`src/core/msi_cap_pkg.sv`:
```
// Constants for the message-signalled interrupt capability
//
// Operation
// - Address dword at base plus 4, data at plus 8 in 32-bit layout.
// - Control bits 15 to 8 read zero and ignore writes.
// - Control bit 7 is a read-only 64-bit address capability flag.
// - Control bits 6 to 4 hold allocated vectors, 1 up to 32; writes of 6 or 7 are kept, read back and act as 32.
// - Allocated-vector field clears to 000 on reset.
// - Control bits 3 to 1 read 000, one vector requested.
// - Enable bit 0 selects messages and silences the legacy pin.
// - Message enable is 0 after reset.
// - Address bits 31 to 2 writable, bits 1 to 0 read 00.
// - Upper address is a 32-bit writable register.
// - Upper address used only when 64-bit capability is set.
// - Upper address of zero gives 32-bit addressed writes.
// - Message data drives the low word of the write data.
package msi_cap_pkg;
	// Capability dword offsets, bytes from the capability base
	localparam logic [7:0] OFS_CONTROL = 8'h00;
	localparam logic [7:0] OFS_ADDR_LOW = 8'h04;
	localparam logic [7:0] OFS_DATA_32 = 8'h08;
	localparam logic [7:0] OFS_ADDR_HIGH = 8'h08;
	localparam logic [7:0] OFS_DATA_64 = 8'h0c;

	// Fixed header fields
	localparam logic [7:0] CAP_ID = 8'h05;
	localparam logic [7:0] NEXT_PTR_DEFAULT = 8'h00;
	localparam logic ADDR64_CAPABLE_DEFAULT = 1'b1;

	// Control word bit positions
	localparam int CTL_ENABLE = 0;
	localparam int CTL_REQ_LO = 1;
	localparam int CTL_ALLOC_LO = 4;
	localparam int CTL_ALLOC_HI = 6;
	localparam int CTL_ADDR64 = 7;
	localparam int CTL_WORD_LO = 16;
	localparam int ADDR_ALIGN_BITS = 2;

	// Reset values and read-only codes
	localparam logic [2:0] ALLOC_RESET = 3'h0;
	localparam logic [2:0] REQ_ONE = 3'h0;
	localparam logic [2:0] ALLOC_MAX = 3'h5;
	localparam logic [7:0] CTL_RSVD = 8'h00;
	localparam logic [1:0] ADDR_LOW_RO = 2'h0;
	localparam logic [31:0] ZERO32 = 32'h0000_0000;
	localparam logic [15:0] ZERO16 = 16'h0000;

	// Interrupt delivery states
	typedef enum logic [1:0] {
		ST_IDLE = 2'b00,
		ST_LEGACY = 2'b10,
		ST_SEND = 2'b01
	} deliver_e;
endpackage

```
`src/core/msi_capability_logic.sv`:
```
// Message-signalled interrupt capability registers and message generator
`timescale 1ns/1ns
module msi_capability_logic #(
	parameter logic [7:0] NEXT_PTR = msi_cap_pkg::NEXT_PTR_DEFAULT,
	parameter logic ADDR64_CAPABLE = msi_cap_pkg::ADDR64_CAPABLE_DEFAULT
) (
	// Clock and reset
	input  wire logic        clk,
	input  wire logic        rst,
	// Configuration access, offset relative to capability base
	input  wire logic        cfgWrEn,
	input  wire logic        cfgRdEn,
	input  wire logic [7:0]  cfgOffset,
	input  wire logic [3:0]  cfgByteEn,
	input  wire logic [31:0] cfgWrData,
	output logic      [31:0] cfgRdData,
	output logic             cfgRdValid,
	// Interrupt events from the controller core
	input  wire logic        intEvent,
	input  wire logic [4:0]  intVector,
	input  wire logic        intxClear,
	// Legacy interrupt pin level
	output logic             intxAssert,
	// Message memory write toward the transaction layer
	output logic             msgWrValid,
	input  wire logic        msgWrReady,
	output logic [63:0]      msgWrAddr,
	output logic             msgWrAddr64,
	output logic [31:0]      msgWrData,
	// Current mode
	output logic             msgEnabled
);

	logic        enable_q;
	logic [2:0]  alloc_q;
	logic [29:0] addrLow_q;
	logic [31:0] addrHigh_q;
	logic [15:0] payload_q;
	logic        pending_q;
	logic [4:0]  vector_q;
	msi_cap_pkg::deliver_e state_q;
	logic [31:0] rdData_q;
	logic        rdValid_q;
	logic        intx_q;
	logic        wrValid_q;
	logic [63:0] wrAddr_q;
	logic        wrAddr64_q;
	logic [31:0] wrData_q;

	logic [15:0] controlWord;
	logic [7:0]  dataOffset;
	logic        useHigh;
	logic        sent;
	logic [4:0]  vecMask;

	// Register selects and byte-merged write images
	logic        selControl;
	logic        selAddrLow;
	logic        selAddrHigh;
	logic        selData;
	logic [31:0] ctlMerged;
	logic [31:0] addrLowMerged;
	logic [31:0] payloadMerged;

	// Message image and event capture
	logic [4:0]  vectorBits;
	logic [31:0] msgDataNext;
	logic [63:0] msgAddrNext;
	logic        legacyCleared;
	logic        loadVector;

	// Byte-enabled merge of a write into a stored dword
	function automatic logic [31:0] merge(input logic [31:0] old, input logic [31:0] wr,
		input logic [3:0] be);
		logic [31:0] res;
		res = old;
		for (int i = 0; i < 4; i++)
		begin
			if (be[i])
			begin
				res[i*8 +: 8] = wr[i*8 +: 8];
			end
		end
		return res;
	endfunction

	// Vector bits that the allocated count lets the device vary
	function automatic logic [4:0] alloc_mask(input logic [2:0] code);
		logic [4:0] m;
		m = 5'h00;
		for (int i = 0; i < 5; i++)
		begin
			if (32'(code) > i)
			begin
				m[i] = 1'b1;
			end
		end
		return m;
	endfunction

	assign controlWord = {msi_cap_pkg::CTL_RSVD, ADDR64_CAPABLE, alloc_q,
		msi_cap_pkg::REQ_ONE, enable_q};
	assign dataOffset = ADDR64_CAPABLE ? msi_cap_pkg::OFS_DATA_64 : msi_cap_pkg::OFS_DATA_32;
	assign useHigh = ADDR64_CAPABLE && (addrHigh_q != msi_cap_pkg::ZERO32);
	assign sent = wrValid_q && msgWrReady;
	assign vecMask = alloc_mask(alloc_q);

	// Offset decode shared by writes and reads
	assign selControl = cfgOffset == msi_cap_pkg::OFS_CONTROL;
	assign selAddrLow = cfgOffset == msi_cap_pkg::OFS_ADDR_LOW;
	assign selAddrHigh = ADDR64_CAPABLE && cfgOffset == msi_cap_pkg::OFS_ADDR_HIGH;
	assign selData = cfgOffset == dataOffset;

	// Read-only bits re-enter the merge from their fixed values
	assign ctlMerged = merge({controlWord, msi_cap_pkg::ZERO16}, cfgWrData, cfgByteEn);
	assign addrLowMerged = merge({addrLow_q, msi_cap_pkg::ADDR_LOW_RO}, cfgWrData,
		cfgByteEn);
	assign payloadMerged = merge({msi_cap_pkg::ZERO16, payload_q}, cfgWrData, cfgByteEn);

	// Allocated vector bits replace the low payload bits
	assign vectorBits = (payload_q[4:0] & ~vecMask) | (vector_q & vecMask);
	assign msgDataNext = {msi_cap_pkg::ZERO16, payload_q[15:5], vectorBits};
	assign msgAddrNext = {(useHigh ? addrHigh_q : msi_cap_pkg::ZERO32), addrLow_q,
		msi_cap_pkg::ADDR_LOW_RO};

	// A legacy clear only retires the event while messages stay off
	assign legacyCleared = state_q == msi_cap_pkg::ST_LEGACY && !enable_q && intxClear;
	assign loadVector = !pending_q || sent || legacyCleared;

	// Control word writes
	always_ff @(posedge clk)
	begin
		if (rst)
		begin
			enable_q <= 1'b0;
			alloc_q <= msi_cap_pkg::ALLOC_RESET;
		end
		else if (cfgWrEn && selControl)
		begin
			enable_q <= ctlMerged[msi_cap_pkg::CTL_WORD_LO + msi_cap_pkg::CTL_ENABLE];
			alloc_q <= ctlMerged[msi_cap_pkg::CTL_WORD_LO + msi_cap_pkg::CTL_ALLOC_HI:
				msi_cap_pkg::CTL_WORD_LO + msi_cap_pkg::CTL_ALLOC_LO];
		end
	end

	// Address and data registers
	always_ff @(posedge clk)
	begin
		if (rst)
		begin
			addrLow_q <= 30'h0000_0000;
			addrHigh_q <= msi_cap_pkg::ZERO32;
			payload_q <= msi_cap_pkg::ZERO16;
		end
		else if (cfgWrEn)
		begin
			if (selAddrLow)
			begin
				addrLow_q <= addrLowMerged[31:msi_cap_pkg::ADDR_ALIGN_BITS];
			end
			else if (selAddrHigh)
			begin
				addrHigh_q <= merge(addrHigh_q, cfgWrData, cfgByteEn);
			end
			else if (selData)
			begin
				payload_q <= payloadMerged[15:0];
			end
		end
	end

	// Configuration reads, one cycle latency
	always_ff @(posedge clk)
	begin
		if (rst)
		begin
			rdData_q <= msi_cap_pkg::ZERO32;
			rdValid_q <= 1'b0;
		end
		else
		begin
			rdValid_q <= cfgRdEn;
			if (cfgRdEn)
			begin
				if (selControl)
				begin
					rdData_q <= {controlWord, NEXT_PTR, msi_cap_pkg::CAP_ID};
				end
				else if (selAddrLow)
				begin
					rdData_q <= {addrLow_q, msi_cap_pkg::ADDR_LOW_RO};
				end
				else if (selAddrHigh)
				begin
					rdData_q <= addrHigh_q;
				end
				else if (selData)
				begin
					rdData_q <= {msi_cap_pkg::ZERO16, payload_q};
				end
				else
				begin
					rdData_q <= msi_cap_pkg::ZERO32;
				end
			end
		end
	end

	// Pending event; a new event wins over the clear in the same cycle
	always_ff @(posedge clk)
	begin
		if (rst)
		begin
			pending_q <= 1'b0;
		end
		else if (intEvent)
		begin
			pending_q <= 1'b1;
		end
		else if (sent || legacyCleared)
		begin
			pending_q <= 1'b0;
		end
	end

	// Vector of the event being delivered; later events while waiting coalesce
	always_ff @(posedge clk)
	begin
		if (rst)
		begin
			vector_q <= 5'h00;
		end
		else if (intEvent && loadVector)
		begin
			vector_q <= intVector;
		end
	end

	// Delivery: message write or legacy level, never both
	always_ff @(posedge clk)
	begin
		if (rst)
		begin
			state_q <= msi_cap_pkg::ST_IDLE;
			intx_q <= 1'b0;
			wrValid_q <= 1'b0;
			wrAddr_q <= 64'h0;
			wrAddr64_q <= 1'b0;
			wrData_q <= msi_cap_pkg::ZERO32;
		end
		else
		begin
			case (state_q)
				msi_cap_pkg::ST_IDLE:
				begin
					if (pending_q && !sent)
					begin
						if (enable_q)
						begin
							state_q <= msi_cap_pkg::ST_SEND;
							wrValid_q <= 1'b1;
							wrAddr_q <= msgAddrNext;
							wrAddr64_q <= useHigh;
							wrData_q <= msgDataNext;
						end
						else
						begin
							state_q <= msi_cap_pkg::ST_LEGACY;
							intx_q <= 1'b1;
						end
					end
				end
				msi_cap_pkg::ST_LEGACY:
				begin
					// Enabling messages drops the level; the event stays pending
					if (enable_q)
					begin
						intx_q <= 1'b0;
						state_q <= msi_cap_pkg::ST_IDLE;
					end
					else if (intxClear)
					begin
						intx_q <= 1'b0;
						state_q <= msi_cap_pkg::ST_IDLE;
					end
				end
				msi_cap_pkg::ST_SEND:
				begin
					if (msgWrReady)
					begin
						wrValid_q <= 1'b0;
						state_q <= msi_cap_pkg::ST_IDLE;
					end
				end
				default:
				begin
					state_q <= msi_cap_pkg::ST_IDLE;
				end
			endcase
		end
	end

	assign cfgRdData = rdData_q;
	assign cfgRdValid = rdValid_q;
	assign intxAssert = intx_q;
	assign msgWrValid = wrValid_q;
	assign msgWrAddr = wrAddr_q;
	assign msgWrAddr64 = wrAddr64_q;
	assign msgWrData = wrData_q;
	assign msgEnabled = enable_q;

endmodule

```
`config.mk`:
```
export PLATFORM = sky130hd
export DESIGN_NAME = msi_capability_logic
export DESIGN_NICKNAME = d
export VERILOG_FILES = /design/src/core/msi_cap_pkg.sv /design/src/core/msi_capability_logic.sv
export SDC_FILE = /design/constraint.sdc
export NUM_CORES = 1
export LEC_CHECK = 0
export ABC_CLOCK_PERIOD_IN_PS = 6200
export BUFFER_PORTS_ARGS = -buffer_cell sky130_fd_sc_hd__buf_2
export CAP_MARGIN = 10
export CORE_UTILIZATION = 35
export CTS_BUF_LIST = sky130_fd_sc_hd__clkbuf_16
export DETAILED_ROUTE_END_ITERATION = 7
export HOLD_SLACK_MARGIN = 0.1
export PLACE_DENSITY = 0.53
export SYNTH_ARGS = -nofsm -noshare
export SYNTH_HDL_FRONTEND = slang
export SYNTH_SLANG_ARGS = --single-unit
```
`constraint.sdc`:
```
create_clock -name clk -period 6.2 [get_ports clk]
set_clock_uncertainty 0.1 [all_clocks]
set_input_delay 0.93 -clock clk [delete_from_list [all_inputs] [get_ports clk]]
set_output_delay 0.93 -clock clk [all_outputs]
set_load 0.01 [all_outputs]
```
==> results of run 1 <==
==> worst max-delay path by stage <==
| stage | slack (ps) | from | to |
|---|---|---|---|
| after detailed placement | 2970 | cfgOffset[5] | cfgRdData[15]$_SDFFE_PP0P_ |
| after floorplan | 3560 | cfgOffset[5] | addrLow_q[13]$_SDFFE_PP0P_ |
| after global routing | 3300 | cfgOffset[5] | payload_q[3]$_SDFFE_PP0P_ |
| final | 3460 | cfgOffset[5] | cfgRdData[15]$_SDFFE_PP0P_ |
| after global placement | 2970 | cfgOffset[5] | cfgRdData[15]$_SDFFE_PP0P_ |
| after CTS | 3480 | cfgOffset[5] | cfgRdData[15]$_SDFFE_PP0P_ |
==> cells in the mapped netlist (2+ instances only) <==
master	count	area share [%]
nor2b_1	5	0.39
nand2_1	170	7.9
a21oi_1	95	5.9
buf_4	18	1.7
nor3_4	9	1.8
o2bb2ai_1	4	0.43
or4b_1	2	0.25
clkbuf_1	49	2.3
a31oi_1	2	0.16
a211oi_1	6	0.56
nand3_1	9	0.56
a22oi_1	23	2.1
nor4bb_1	2	0.25
nand4_1	5	0.39
nor4b_1	2	0.22
dfxtp_1	204	51
o21ai_0	5	0.31
buf_2	6	0.37
nor2_1	110	5.1
a2bb2oi_1	11	1.2
nor3_1	6	0.37
nor4_1	10	0.78
mux2i_1	96	12
buf_1	7	0.33
a22o_1	13	1.4
mux2_2	3	0.42
inv_1	6	0.28
==> report_power, final <==
group	internal, mW	leakage [nW]	total, mW	switching, mW
combinational	0.0285	1.94	0.101	0.0725
sequential	1.32	1.64	1.32	0.00293
clock	0.666	0.359	1.19	0.524
total	2.01	3.94	2.61	0.600
==> kinds of logic (layout without fill, tap and decap cells) <==
| group | count (synthesis) | after routing | share of synthesized area (%) |
|---|---|---|---|
| AOI/OAI and AO/OA | 166 | 166 | 12.78 |
| muxes | 99 | 99 | 12.33 |
| other | 1 | 18 | 0.04648 |
| buffers and inverters | 88 | 221 | 5.320 |
| DFF | 204 | 204 | 50.62 |
| and+or+nand+nor | 338 | 338 | 18.91 |
==> per-layer routing <==
| layer | share of wire [%] | track usage (%) |
|---|---|---|
| met2 | 43 | 30.50 |
| met1 | 46 | 27.66 |
| met3 | 8.0 | 5.834 |
| met5 | 0 | 0 |
| met4 | 2.0 | 5.524 |
==> state kept, by name, summed over array words and instances (netlist names), 2 cells and up <==
register and count:
addrHigh_q 32, addrLow_q 30, alloc_q 3, cfgRdData 32, msgWrAddr 62, msgWrData 16, payload_q 16, state_q 2
vector_q 5
==> cell type report <==
cell class / count / area [sq um]
repair buffers: 176 / 902.1
well taps: 285 / 356.6
clock buffers: 23 / 575.6
inverters: 6 / 22.52
multi-input cells: 621 / 3637
flip-flops and latches: 204 / 4084
clock inverters: 16 / 67.56
fillers: 2359 / 13000
==> stage by stage <==
stage | hold slack [ps] | power [mW] | util (%) | cells | instance area (sq um)
2_1_floorplan | 343.8 | 1.413 | - | 913 | 8132
3_3_place_gp | 339.8 | 1.448 | 39.76 | 1292 | 9002
3_5_place_dp | 343.9 | 1.448 | 39.76 | 1292 | 9002
4_1_cts | 351.9 | 2.640 | 42.60 | 1331 | 9646
5_1_grt | 366.7 | 2.707 | 42.60 | 1331 | 9646
6_report | 348.4 | 2.610 | 42.60 | 1331 | 9646
==> critical path: stages <==
cell and delay [ps]:
buf_2 100, or4_4 710, nor4b_2 930, a221oi_1 240
nor2_1 140
==> summary.md, run 1 <==
| Metric | Value |
|---|---|
| Port Buffers | 170 |
| Hold wc startpoint | msgWrAddr[4]$_SDFFE_PP0P_ |
| # DRC | 0 |
| Req. time, crit path | approximately 6500 ps |
| Register area share after synthesis | around 51% |
| Hold-fix buffers at CTS | 0 |
| Most common cell after layout, fill and taps aside | dfxtp_1 |
| Synth-to-layout area growth | 19.56% |
| Worst Tran Pin Value | 1199 ps |
| H-tree levels | 1 |
| FF-to-FF End | msgWrAddr64$_SDFFE_PP0P_ |
| Horiz. Die Dim | between 150 and 200 um |
| Run status | completed |
| Synth Instances | 896 |
| First-pass GRT wire length | 37470 um |
| Final Setup Violations | 0 |
| Ys async rst share | 0% |
| RePlAce Congestion | 0.8031 |
| Peak VDD IR | around 200 uV |
| Clock Latency Late Sink | 500 ps |
| Antenna violations before repair | 0 |
| Largest net degree at the start of global routing | roughly 140 |
| # rows | 55 |
| Post-route ant nets | 0 |
| Cells on Worst Hold Path | 2 |
| Worst setup SP type | input pin |
| Leak | 3.939 nW |
| Top-Level Pins | 189 |
| R2r setup slk | 3820 ps |
| RSZ-0062 raised after global routing | no |
| DR iter-0 viols | between 400 and 500 |
| Post-CTS setup buffer count | 0 |
| Hold EP | msgWrAddr[4]$_SDFFE_PP0P_ |
| Syn avg cell area | roughly 9 sq um |
| Reg clk slew, reported paths | 60 ps |
| Chip height | 153.8 um |
| Synth Flop Type | dfxtp_1 |
| #FFs+latches synth | 204 |
| Worst Path Max Fanout | 13 |
| Final slew viol count | 0 |
| Nets@finish | 1088 |
| Critical path endpoint category | flop |
| Max-Cap Viols | 0 |
| Congestion Overflow GR | 0 |
| Ys Warns | 0 |
| Clock sink count | slightly above 200 |
| Crit Path Class | in -> reg |
| Setup ws final | about 3500 ps |
| Wire per inst | 17.94 um |
| Fin. Hold Viols | 0 |
| Via density | roughly 5 |
| DRT Wirelength | 23880 um |
| Tmin final | 2739 ps |
| ANT cells | 0 |
| Most frequent cells in the layout | 204 x dfxtp_1, 170 x nand2_1, 169 x buf_2, 110 x nor2_1, 96 x mux2i_1 |
| Root buf cell | clkbuf_16 |
| Slew HR | 19.86% |
| Post-Syn Area | 8068 sq um |
| Gr usage total | 20.10% |
| DP Wirelength | 16420 um |
| CORE AREA | 22640 sq um |
| Crit share post-route | 44.18% |
| WP data arrival | ~3100 ps |
| Drt pass-1 iters | 4 |
| Pre-CTS setup slack | 2974 ps |
| Max frequency | 365.1 MHz |
| Share of layout cells above drive strength 1 | 21.32% |
| CTS buffer count | 23 |
| Die Area | 23660 sq um |
| Number of global-route vias before repair | 6498 |
| Effective utilization at floorplan | 35.63% |
| Number of flops mapped to enable cells by yosys | 0 |
| Path depth of the worst reg2reg path | 5 |
| Distinct cells, synth | 45 |
| PwrDens | 270.6 nW/um^2 |
| Cts repair resizes | 0 |
| Vias | 6675 |
| Max clock buf depth | 3 |
| Worst Hold Class | reg -> reg |
| CTS tree | done |
| Post-route setup TNS | 0 ps |
| RR Startpoint | msgEnabled$_SDFFE_PP0P_ |
Power figures use the tool's default switching activity.
==> run 2: changes to the inputs <==
- ABC_CLOCK_PERIOD_IN_PS: 6200 -> 2590
- clock period: 6.2 -> 2.59 ns (I/O delays scaled with it)
==> summary.md, run 2 (synthesis gave the netlist of run 1 again) <==
| Metric | Value |
|---|---|
| Crit share post-route | 76.23% |
| Critical path endpoint category | flop (unchanged) |
| Drt pass-1 iters | 5 (was 4) |
| Synth-to-layout area growth | 27.85% (was 19.56%) |
| Largest net degree at the start of global routing | 85 (was 135) |
| Finished Core Util | 45.56% (was 42.60%) |
| Top-Level Pins | 189 (unchanged) |
| Peak VDD IR | 411.1 uV (was 196.1 uV) |
| Global routing's busiest layer | met2 (unchanged) |
| Worst Tran Pin Value | 656.7 ps (was 1199 ps) |
| Post-Place Cells | 1314 (was 1292) |
| Final Setup Violations | 0 (unchanged) |
| Reg clk slew, reported paths | 60 ps (about the same) |
| Gr usage total | 20.51% (was 20.10%) |
| CTS buffer count | 24 (was 23) |
| DR iter-0 viols | 428 (was 446) |
| Hold slack | 110.0 ps (was 348.4 ps) |
| M3 GR Usage | 5.411% (was 5.834%) |
| RePlAce Congestion | 0.8162 (was 0.8031) |
| Via density | 4.963 (was 5.015) |
| Run status | completed (unchanged) |
| Tmin final | between 1500 and 2000 ps |
| Total chip power | 6.604 mW (was 2.610 mW) |
| Post-CTS setup buffer count | 0 (unchanged) |
| Number of global-route vias before repair | 6585 (was 6498) |
| Slew HR | 55.63% (was 19.86%) |
| Post-route setup TNS | 0 ps (unchanged) |
| Antenna violations before repair | 4 (was 0) |
| Grt met2 use | 31.52% (was 30.50%) |
| Most common cell after layout, fill and taps aside | dfxtp_1 (unchanged) |
| Horiz. Die Dim | 153.8 um (unchanged) |
| Max reg flops | 62 (unchanged) |
| # rows | 55 (unchanged) |
| Layout fillers | 2266 (was 2359) |
| Post-route ant nets | 0 (unchanged) |
| Worst setup SP type | flop (was input pin) |
| Setup ws final | 615.6 ps (was 3461 ps) |
| WP data arrival | 2250 ps (was 3060 ps) |
| Final instance area | 10310 sq um (was 9646 sq um) |
| Most frequent cells in the layout | 204 x dfxtp_1, 170 x nand2_1, 169 x buf_2, 110 x nor2_1, 96 x mux2i_1 (unchanged) |
| M1 GR Usage | 29.01% (was 27.66%) |
| Fin. Hold Viols | 0 (unchanged) |
| Final slew viol count | 0 (unchanged) |
| Congestion Overflow GR | 0 (unchanged) |
| Req. time, crit path | 2860 ps (was 6520 ps) |
| Clock Latency Late Sink | 510 ps (was 500 ps) |
| Pre-CTS setup slack | 263.1 ps (was 2974 ps) |
| Die Area | 23660 sq um (unchanged) |
| Crit Path Class | reg -> reg (was in -> reg) |
| Leak | 4.237 nW (was 3.939 nW) |
| R2r setup slk | 620 ps (was 3820 ps) |
| Vias | 6924 (was 6675) |
| RSZ-0062 raised after global routing | no (unchanged) |
| Max frequency | 506.5 MHz |
| Effective utilization at floorplan | 35.63% (unchanged) |
| Worst Path Max Fanout | 47 (was 13) |
| Nets@finish | 1148 (was 1088) |
| First-pass GRT wire length | 38240 um (was 37470 um) |
| Share of layout cells above drive strength 1 | 22.45% (was 21.32%) |
| Max-Cap Viols | 0 (unchanged) |
| Clock sink count | 204 (unchanged) |
| Port Buffers | 170 (unchanged) |
| CORE AREA | 22640 sq um (unchanged) |
| Chip height | 153.8 um (unchanged) |
| Root buf cell | clkbuf_16 (unchanged) |
| DP Wirelength | 16900 um (was 16420 um) |
| Placement Cell Area | 9205 sq um (was 9002 sq um) |
| Max clock buf depth | 3 (unchanged) |
| Wire per inst | 17.51 um (was 17.94 um) |
| Final non-filler cell total | 1395 (was 1331) |
| Worst Hold Class | in -> reg (was reg -> reg) |
| H-tree levels | 1 (unchanged) |
| PwrDens | 640.3 nW/um^2 (was 270.6 nW/um^2) |
| DRT Wirelength | 24430 um (was 23880 um) |
| # DRC | 0 (unchanged) |
| CTS tree | done (unchanged) |
==> run 2: area by class of cell <==
class                           instances  area, sq um  share of cell area [%]
Clock inverter                         18        111.4                   1.080
Timing Repair Buffer                  235         1475                   14.30
Tap cell                              285        356.6                   3.457
Antenna cell                            1        2.502                 0.02426
Inverter                                6        22.52                  0.2183
Clock buffer                           25        625.6                   6.065
Multi-Input combinational cell        621         3637                   35.26
Sequential cell                       204         4084                   39.59
==> run 2: repair_timing <==
| action | CTS | global route |
|---|---|---|
| hold endpoints to repair | 81 | 0 |
| resized for setup | 0 | 0 |
| hold buffers | 37 | 0 |
| setup endpoints to repair | 0 | 0 |
==> run 2: worst paths after layout <==
path | start | to | cells after the start
worst min-delay path | intEvent | pending_q$_SDFFE_PP0P_ | 3
worst max-delay path | pending_q$_SDFFE_PP0P_ | msgWrAddr[5]$_SDFFE_PP0P_ | 5
worst min register to register | msgWrData[7]$_SDFFE_PP0P_ | msgWrData[7]$_SDFFE_PP0P_ | 2
worst max register to register | pending_q$_SDFFE_PP0P_ | msgWrAddr[5]$_SDFFE_PP0P_ | 5
==> run 2: routing by layer <==
layer  routed length (um)  part of all wire (%)
met5                   26                  0.11
met4                  335                   1.4
met3                 1636                   6.7
met2                10690                    44
met1                11740                    48
==> run 2: critical path: stages (launching register included) <==
cell and delay [ps]:
dfxtp_1 320, a21bo_1 290, or3_2 560, buf_4 310
nand2_1 140, a21oi_1 60
==> run 2: power breakdown <==
group | switching (mW) | total (mW) | internal [mW]
logic | 0.184 | 0.298 | 0.115
clock network | 1.31 | 3.15 | 1.84
registers | 0.00713 | 3.16 | 3.15
total | 1.50 | 6.60 | 5.10
